## src/spc_map.vh

```
`ifndef SPC_MAP_VH
`define SPC_MAP_VH
// Control sits at word index 0x6b; its byte address is four times that
`define SPC_IDX_CONTROL       8'h6b
`define SPC_ADDR_CONTROL      12'h1ac
`define SPC_ADDR_STATUS       12'h070
`define SPC_ADDR_MODE         12'h074
`define SPC_ADDR_TIMING       12'h078
`define SPC_CONTROL_RESET     8'h00
`define SPC_TYPE_HI_BIT       7
`define SPC_TYPE_LO_BIT       6
`define SPC_HSRC_BIT          5
`define SPC_A_DIR_BIT         4
`define SPC_A_POL_BIT         3
`define SPC_B_BLANK_BIT       2
`define SPC_B_DIR_BIT         1
`define SPC_B_POL_BIT         0
`define SPC_TYPE_VS           2'b00
`define SPC_TYPE_FS           2'b01
`define SPC_TYPE_COLOUR_SEQUENCE_SYNC         2'b10
`define SPC_STD_NTSC          2'b00
`define SPC_STD_PAL           2'b01
`define SPC_STD_SECAM         2'b10
`define SPC_SEQ_NTSC          4'h3
`define SPC_SEQ_PAL           4'h7
`define SPC_SEQ_SECAM         4'hb
`endif

```

## src/spc_top.v

```verilog
`timescale 1ns/100ps
`default_nettype none
// Functional notes
// - Control bits 7 and 6 select the signal type on port A.
// - Type 00 is field vertical sync, 01 odd/even frame sync, 10 colour sequence, 11 unused.
// - Colour sequence mode gives vsync every 4th (NTSC), 8th (PAL) or 12th (SECAM) field.
// - Bit 5 picks hsync from port A or embedded code when clear, from port B when set.
// - Bit 4 makes port A an output when set, an input when clear.
// - Bit 3 sets port A polarity: active low output and falling input edge when set.
// - With bit 2 clear and port B output, port B drives the line reference pulse.
// - With bit 2 clear, port B input and no embedded sync, port B feeds hsync only.
// - With bit 2 set and port B output, port B drives blanking pulse outside vblank.
// - With bit 2 set, port B input and no embedded sync, port B is hsync and blanking.
// - Bit 1 makes port B an output when set, an input when clear.
// - Bit 0 sets port B polarity: active low output and falling input edge when set.
// - Reset clears every control bit.
`include "spc_map.vh"
module spc_top #(
  parameter LINE_W = 11,
  parameter PIX_W  = 11
) (
  // Clock and reset
  input  wire              clock,
  input  wire              rstn,
  // APB slave
  input  wire              psel,
  input  wire              penable,
  input  wire              pwrite,
  input  wire [11:0]       paddr,
  input  wire [31:0]       pwdata,
  output reg  [31:0]       prdata,
  output reg               pready,
  output reg               pslverr,
  // Internal timing from the encoder
  input  wire [PIX_W-1:0]  pixel_count,
  input  wire [LINE_W-1:0] line_count,
  input  wire              field_start,
  input  wire              odd_field,
  input  wire              embedded_hsync,
  // Sync port A
  input  wire              sync_port_a_i,
  output reg               sync_port_a_o,
  output reg               sync_port_a_oe,
  // Sync port B
  input  wire              sync_port_b_i,
  output reg               sync_port_b_o,
  output reg               sync_port_b_oe,
  // Decoded results
  output reg               hsync_event,
  output reg               vsync_event,
  output reg               ext_blank
);
  ////////////////////////////////////////////////////////////////////////////
  reg  [7:0]        control;
  reg               embedded_sync_select;
  reg  [1:0]        video_std;
  reg  [PIX_W-1:0]  port_b_pulse_start;
  reg  [PIX_W-1:0]  port_b_pulse_end;
  reg  [LINE_W-1:0] first_active_line;
  reg  [LINE_W-1:0] last_active_line;
  reg  [3:0]        field_index;
  reg               pb_active;
  reg               pa_active;
  wire              port_a_type_hi        = control[`SPC_TYPE_HI_BIT];
  wire              port_a_type_lo        = control[`SPC_TYPE_LO_BIT];
  wire [1:0]        port_a_type           = {port_a_type_hi, port_a_type_lo};
  wire              hsync_source_sel      = control[`SPC_HSRC_BIT];
  wire              port_a_direction      = control[`SPC_A_DIR_BIT];
  wire              port_a_polarity       = control[`SPC_A_POL_BIT];
  wire              port_b_blank_function = control[`SPC_B_BLANK_BIT];
  wire              port_b_direction      = control[`SPC_B_DIR_BIT];
  wire              port_b_polarity       = control[`SPC_B_POL_BIT];
  wire              a_level;
  wire              a_edge;
  wire              b_level;
  wire              b_edge;
  wire              wr_en = psel & penable & pwrite & ~pready;
  wire              rd_en = psel & ~penable;
  wire [3:0]        seq_last;
  wire              seq_hit;
  wire              in_line;
  wire              in_vblank;
  wire              a_listens             = ~port_a_direction;
  wire              b_listens             = ~port_b_direction & ~embedded_sync_select;
  reg               next_hsync_event;

  function addr_ok;
    input [11:0] a;
    begin
      addr_ok = (a == `SPC_ADDR_CONTROL) | (a == `SPC_ADDR_STATUS) |
                (a == `SPC_ADDR_MODE) | (a == `SPC_ADDR_TIMING);
    end
  endfunction

  // Last field index of one colour sequence, per standard
  function [3:0] seq_length;
    input [1:0] std;
    begin
      case (std)
        `SPC_STD_PAL: begin
          seq_length = `SPC_SEQ_PAL;
        end
        `SPC_STD_SECAM: begin
          seq_length = `SPC_SEQ_SECAM;
        end
        default: begin
          seq_length = `SPC_SEQ_NTSC;
        end
      endcase
    end
  endfunction

  // Pin level of a port: active pulse flipped for active-low polarity
  function drive_level;
    input active;
    input active_low;
    begin
      drive_level = active ^ active_low;
    end
  endfunction

  ////////////////////////////////////////////////////////////////////////////
  spc_edge u_edge_a (
    .clock      (clock),
    .rstn       (rstn),
    .pin_in     (sync_port_a_i),
    .falling    (port_a_polarity),
    .level      (a_level),
    .edge_pulse (a_edge)
  );

  spc_edge u_edge_b (
    .clock      (clock),
    .rstn       (rstn),
    .pin_in     (sync_port_b_i),
    .falling    (port_b_polarity),
    .level      (b_level),
    .edge_pulse (b_edge)
  );

  ////////////////////////////////////////////////////////////////////////////
  // APB: one wait state, access phase answers on its second cycle
  always @(posedge clock or negedge rstn) begin
    if (!rstn) begin
      control              <= `SPC_CONTROL_RESET;
      embedded_sync_select <= 1'b0;
      video_std            <= `SPC_STD_NTSC;
      port_b_pulse_start   <= {PIX_W{1'b0}};
      port_b_pulse_end     <= {PIX_W{1'b0}};
      first_active_line    <= {LINE_W{1'b0}};
      last_active_line     <= {LINE_W{1'b0}};
      prdata               <= 32'h0000_0000;
      pready               <= 1'b0;
      pslverr              <= 1'b0;
    end else begin
      pready  <= psel & penable & ~pready;
      pslverr <= psel & penable & ~pready & ~addr_ok(paddr);
      if (wr_en) begin
        case (paddr)
          `SPC_ADDR_CONTROL: begin
            control <= pwdata[7:0];
          end
          `SPC_ADDR_MODE: begin
            embedded_sync_select <= pwdata[0];
            video_std            <= pwdata[5:4];
          end
          `SPC_ADDR_TIMING: begin
            port_b_pulse_start <= pwdata[PIX_W-1:0];
            port_b_pulse_end   <= pwdata[16+PIX_W-1:16];
          end
          `SPC_ADDR_STATUS: begin
            first_active_line <= pwdata[LINE_W-1:0];
            last_active_line  <= pwdata[16+LINE_W-1:16];
          end
          default: begin
            control <= control;
          end
        endcase
      end
      if (rd_en) begin
        case (paddr)
          `SPC_ADDR_CONTROL: begin
            prdata <= {24'h00_0000, control};
          end
          `SPC_ADDR_MODE: begin
            prdata <= {26'h000_0000, video_std, 3'b000, embedded_sync_select};
          end
          `SPC_ADDR_TIMING: begin
            prdata <= {{(16-PIX_W){1'b0}}, port_b_pulse_end,
                       {(16-PIX_W){1'b0}}, port_b_pulse_start};
          end
          `SPC_ADDR_STATUS: begin
            prdata <= {{(16-LINE_W){1'b0}}, last_active_line,
                       {(16-LINE_W){1'b0}}, first_active_line};
          end
          default: begin
            prdata <= 32'h0000_0000;
          end
        endcase
      end
    end
  end

  ////////////////////////////////////////////////////////////////////////////
  // Colour sequence field counter
  // Sequence length follows the standard held in the mode register
  assign seq_last = seq_length(video_std);
  assign seq_hit  = (field_index == 4'h0);

  always @(posedge clock or negedge rstn) begin
    if (!rstn) begin
      field_index <= 4'h0;
    end else if (field_start) begin
      field_index <= (field_index >= seq_last) ? 4'h0 : field_index + 4'h1;
    end
  end

  // Line window for port B; pulse_end exclusive
  assign in_line   = (pixel_count >= port_b_pulse_start) && (pixel_count < port_b_pulse_end);
  // Vertical blanking outside first..last active line
  assign in_vblank = (line_count < first_active_line) || (line_count > last_active_line);

  ////////////////////////////////////////////////////////////////////////////
  // Port A output pulse: one clock at field start, gated by type
  always @* begin
    case (port_a_type)
      `SPC_TYPE_VS:   pa_active = field_start;
      `SPC_TYPE_FS:   pa_active = field_start & odd_field;
      `SPC_TYPE_COLOUR_SEQUENCE_SYNC: pa_active = field_start & seq_hit;
      default:        pa_active = 1'b0;
    endcase
  end

  always @* begin
    if (port_b_blank_function) begin
      pb_active = in_line & ~in_vblank;
    end else begin
      pb_active = in_line;
    end
  end

  // Hsync source: port A or embedded code with bit 5 clear, port B with it set
  always @* begin
    case ({hsync_source_sel, embedded_sync_select})
      2'b00: begin
        next_hsync_event = a_listens & a_edge;
      end
      2'b01: begin
        next_hsync_event = embedded_hsync;
      end
      2'b10: begin
        next_hsync_event = b_listens & b_edge;
      end
      default: begin
        // Port B is never a source while embedded sync is on
        next_hsync_event = 1'b0;
      end
    endcase
  end

  ////////////////////////////////////////////////////////////////////////////
  // Port A pins; enable and level registered together so they never skew
  always @(posedge clock or negedge rstn) begin
    if (!rstn) begin
      sync_port_a_o  <= 1'b0;
      sync_port_a_oe <= 1'b0;
    end else begin
      sync_port_a_oe <= port_a_direction;
      sync_port_a_o  <= drive_level(pa_active, port_a_polarity);
    end
  end

  // Port B pins
  always @(posedge clock or negedge rstn) begin
    if (!rstn) begin
      sync_port_b_o  <= 1'b0;
      sync_port_b_oe <= 1'b0;
    end else begin
      sync_port_b_oe <= port_b_direction;
      sync_port_b_o  <= drive_level(pb_active, port_b_polarity);
    end
  end

  // Events only from a port that listens; a driving port would echo itself
  always @(posedge clock or negedge rstn) begin
    if (!rstn) begin
      hsync_event <= 1'b0;
      vsync_event <= 1'b0;
    end else begin
      hsync_event <= next_hsync_event;
      // Vertical sync from port A only
      vsync_event <= a_listens & a_edge;
    end
  end

  // Blanking follows port B level only in blank-function input mode
  always @(posedge clock or negedge rstn) begin
    if (!rstn) begin
      ext_blank <= 1'b0;
    end else begin
      ext_blank <= port_b_blank_function & b_listens & b_level;
    end
  end
endmodule
`default_nettype wire

```

## src/spc_edge.v

```verilog
`timescale 1ns/100ps
`default_nettype none
// Two-flop synchroniser, then edge pick by polarity
module spc_edge (
  // Clock and reset
  input  wire clock,
  input  wire rstn,
  // Pin side
  input  wire pin_in,
  input  wire falling,
  // Result
  output reg  level,
  output reg  edge_pulse
);
  reg       meta;
  reg       sync;
  reg       last;
  reg [2:0] fill;
  always @(posedge clock or negedge rstn) begin
    if (!rstn) begin
      meta       <= 1'b0;
      sync       <= 1'b0;
      last       <= 1'b0;
      fill       <= 3'b000;
      level      <= 1'b0;
      edge_pulse <= 1'b0;
    end else begin
      meta       <= pin_in;
      sync       <= meta;
      last       <= sync;
      // No events until the flops hold real pin values, so no false edge after reset
      fill       <= {fill[1:0], 1'b1};
      // Level normalised to active high
      level      <= sync ^ falling;
      // Raw edge picked by polarity, so a polarity write alone makes no event
      edge_pulse <= fill[2] & (falling ? (last & ~sync) : (sync & ~last));
    end
  end
endmodule
`default_nettype wire

```

## config.mk

```make
export PLATFORM = sky130hd
export DESIGN_NAME = spc_top
export DESIGN_NICKNAME = d
export VERILOG_FILES = /design/src/spc_top.v /design/src/spc_edge.v
export VERILOG_INCLUDE_DIRS = /design/src
export SDC_FILE = /design/constraint.sdc
export NUM_CORES = 1
export LEC_CHECK = 0
export BUFFER_PORTS_ARGS = -buffer_cell sky130_fd_sc_hd__buf_2
export CORE_MARGIN = 8
export CORE_UTILIZATION = 54
export CTS_CLUSTER_DIAMETER = 50
export CTS_CLUSTER_SIZE = 24
export DETAILED_ROUTE_END_ITERATION = 10
export PLACE_DENSITY = 0.8
export SYNTH_ARGS = -nofsm -noshare
export SYNTH_HDL_FRONTEND = slang
export SYNTH_SLANG_ARGS = --single-unit
```

## constraint.sdc

```tcl
create_clock -name clock -period 2.5 [get_ports clock]
set_input_delay 0.75 -clock clock [delete_from_list [all_inputs] [get_ports clock]]
set_output_delay 0.75 -clock clock [all_outputs]
set_load 0.01 [all_outputs]
```

==> summary.txt <==
status: finished, final reports clean
most frequent cells in the layout: 102 x dfrtp_1, 95 x buf_2, 78 x nand2_1
core area: 0.00959 mm²
Sw Ratio: 0.282
max_cap viols: 0
Slew Limit Fails: 0
TritonCTS clock tree: yes
gp weighted congestion: 0.859
postcts setup bufs: 0
vias: 4242
dpl hpwl: 10300 µm
Die Wd: 114 µm
post-synthesis sequential area ratio: 0.488
vias in the first global route: 4515
maximum vdd drop: 0.298 mV
Cell Area, Placed: 0.00595 mm²
critical path class: input pin to flip-flop
clk buf depth: 2
final hold vios: 0
crit path DAT: 2.50 ns
Final nets: 755
GRT Util Overall: 0.213
clock share of power: 0.330
Cell Area, Synth: 0.00523 mm²
WP data required: 2.77 ns
hold_buf cts: 0
flops & latches, synth: 102
TritonCTS Buffers: 9
met1 Usage GRT: 0.257
drt wl/cell: 17.2 µm
ratio of cells with drive above 1 in the final layout: 0.220
count of input and output buffers: 96
Global Route met2 Usage: 0.354
Flop pwr share: 0.559
Comb pwr share: 0.111
Syn. warnings: 0
CTS clock-pin slew for the worst setup and hold paths: 0.11 ns
TritonCTS Sinks: 102
row count: 36
diode count: 0
H-tree depth: 3
WL final: 13200 µm
Final ANT Viol Nets: 0
EDFF count, synth: 0
number of setup violations in the final report: 0
starting DRC count in detailed routing: 275
RSZ-0062 raised after global routing: no
Ports: 117
Final period util: 0.894
Die H: 114 µm
leakage power: 3.27 nW
Layout Area Growth over Synthesis: 17.4%
DR vias/cell: 5.52
synth unique cells: 48
DRT Pass-1 Iters: 5
CP max FO: 2
minimum clock period: 2.23 ns
switching power total: 0.000871 W
clock skew: 0.0125 ns
CTS Root Cell: clkbuf_8
Clk Latency, worst-skew pair: 0.38 ns
post-route setup TNS: 0 ns
Mapped Avg Cell Area: 10.0 µm²
crit path launch type: input pin
commonest non-fill, non-tap cell in the layout: dfrtp_1
PwrDens: 504 mW/mm²
largest net degree at the start of global routing: 48
Worst setup EP type: flip-flop
DRC: 0
met3 Track Usage GR: 0.0432
f_max: 447 MHz
busiest grt layer: met2
synthesized netlist cell count: 523
Pwr Total: 0.00309 W
Starting Density: 0.545
first-pass GRT wire length: 22000 µm
post-route cell area: 0.00614 mm²
global route overflow: 0
WHS: 0.208 ns
PostCTS Resize Cnt: 0
Post-synth top flop: dfrtp_1
initial antenna violation count: 0
Die ar.: 0.0131 mm²
Async SR Flop Fraction: 1.00
type of the tightest min-delay check: input pin to asynchronous set/reset pin
P_int: 0.00222 W
## critical path, cell delays in order
cell and delay, ns:
buf_2 0.11, ha_1 0.29, nand2_1 0.07, o21ai_0 0.16, or3b_2 0.45, a221oi_1 0.29, nor4_1 0.10, buf_4 0.14
xor2_1 0.13
## area by class of cell
cell class / instances / area (µm²)
clock buffer: 9 / 124
clock inverter: 7 / 67.6
tap: 133 / 166
sequential: 102 / 2550
multi-input combinational: 348 / 2340
timing repair buffer: 118 / 698
fill: 811 / 3450
inverter: 51 / 191
## kinds of logic after synthesis
| logic type | share of synthesized area |
|---|---|
| flip-flops | 0.488 |
| AO/OA/AOI/OAI | 0.160 |
| XOR/XNOR | 0.00503 |
| multiplexers | 0.0278 |
| other | 0.00144 |
| adder cells (fa/ha/maj) | 0.117 |
| AND/OR/NAND/NOR | 0.128 |
| buffers and inverters | 0.0716 |
## final timing paths
kind / from / to / slack [ns] / cells past startpoint
max in group asynchronous: rstn / port_b_pulse_start[0]$_DFFE_PN0P_ / 1.80 / 2
max: line_count[6] / sync_port_b_o$_DFF_PN0_ / 0.27 / 9
min reg2reg: u_edge_b.meta$_DFF_PN0_ / u_edge_b.sync$_DFF_PN0_ / 0.36 / 0
min: rstn / prdata[26]$_DFFE_PN0P_ / 0.21 / 1
min in group clock: u_edge_b.meta$_DFF_PN0_ / u_edge_b.sync$_DFF_PN0_ / 0.36 / 0
max reg2reg: last_active_line[6]$_DFFE_PN0P_ / sync_port_b_o$_DFF_PN0_ / 0.31 / 9
## cells in the mapped netlist, drive strengths merged, types with 4 or more instances
master	n	area, µm²
dfrtp	102	2550
nand2	78	293
o21ai	73	365
inv	51	191
ha	49	613
buf	25	160
a21oi	16	80.1
a22oi	14	105
mux2	12	135
a21o	11	82.6
nand3	11	55.1
a222oi	8	80.1
nor2	7	26.3
clkbuf	6	22.5
a221oi	5	43.8
and3	5	31.3
nor2b	5	31.3
nand2b	4	25.0
nand4	4	25.0
## layer usage
metal / share of wire / up-vias
met5: 0 / -
met4: 0.025 / 0
met3: 0.072 / 23
met2: 0.49 / 170
met1: 0.41 / 2024
li1: - / 2025
## flip-flops by register name, summed over array words and instances (netlist names), 2 cells and up
| register | cells |
|---|---|
| control | 8 |
| u_edge_b.fill | 2 |
| first_active_line | 11 |
| port_b_pulse_end | 11 |
| last_active_line | 11 |
| video_std | 2 |
| port_b_pulse_start | 11 |
| prdata | 22 |
| field_index | 4 |
## stage by stage
| stage | setup WS [ns] | util | cells |
|---|---|---|---|
| floorplan | 0.160 | - | 532 |
| global placement | -0.110 | 0.620 | 752 |
| detailed placement | -0.116 | 0.620 | 752 |
| CTS | 0.297 | 0.640 | 768 |
| global route | 0.127 | 0.640 | 768 |
| finish | 0.265 | 0.640 | 768 |
## power by group through the flow
stage / Sequential, W / Combinational [W] / Clock (W)
2_1_floorplan: 0.00176 / 0.000182 / 0
3_3_place_gp: 0.00176 / 0.000323 / 0
3_5_place_dp: 0.00176 / 0.000347 / 0
4_1_cts: 0.00173 / 0.000347 / 0.00104
5_1_grt: 0.00174 / 0.000392 / 0.00112
6_report: 0.00173 / 0.000343 / 0.00102
Power figures use the tool's default switching activity.
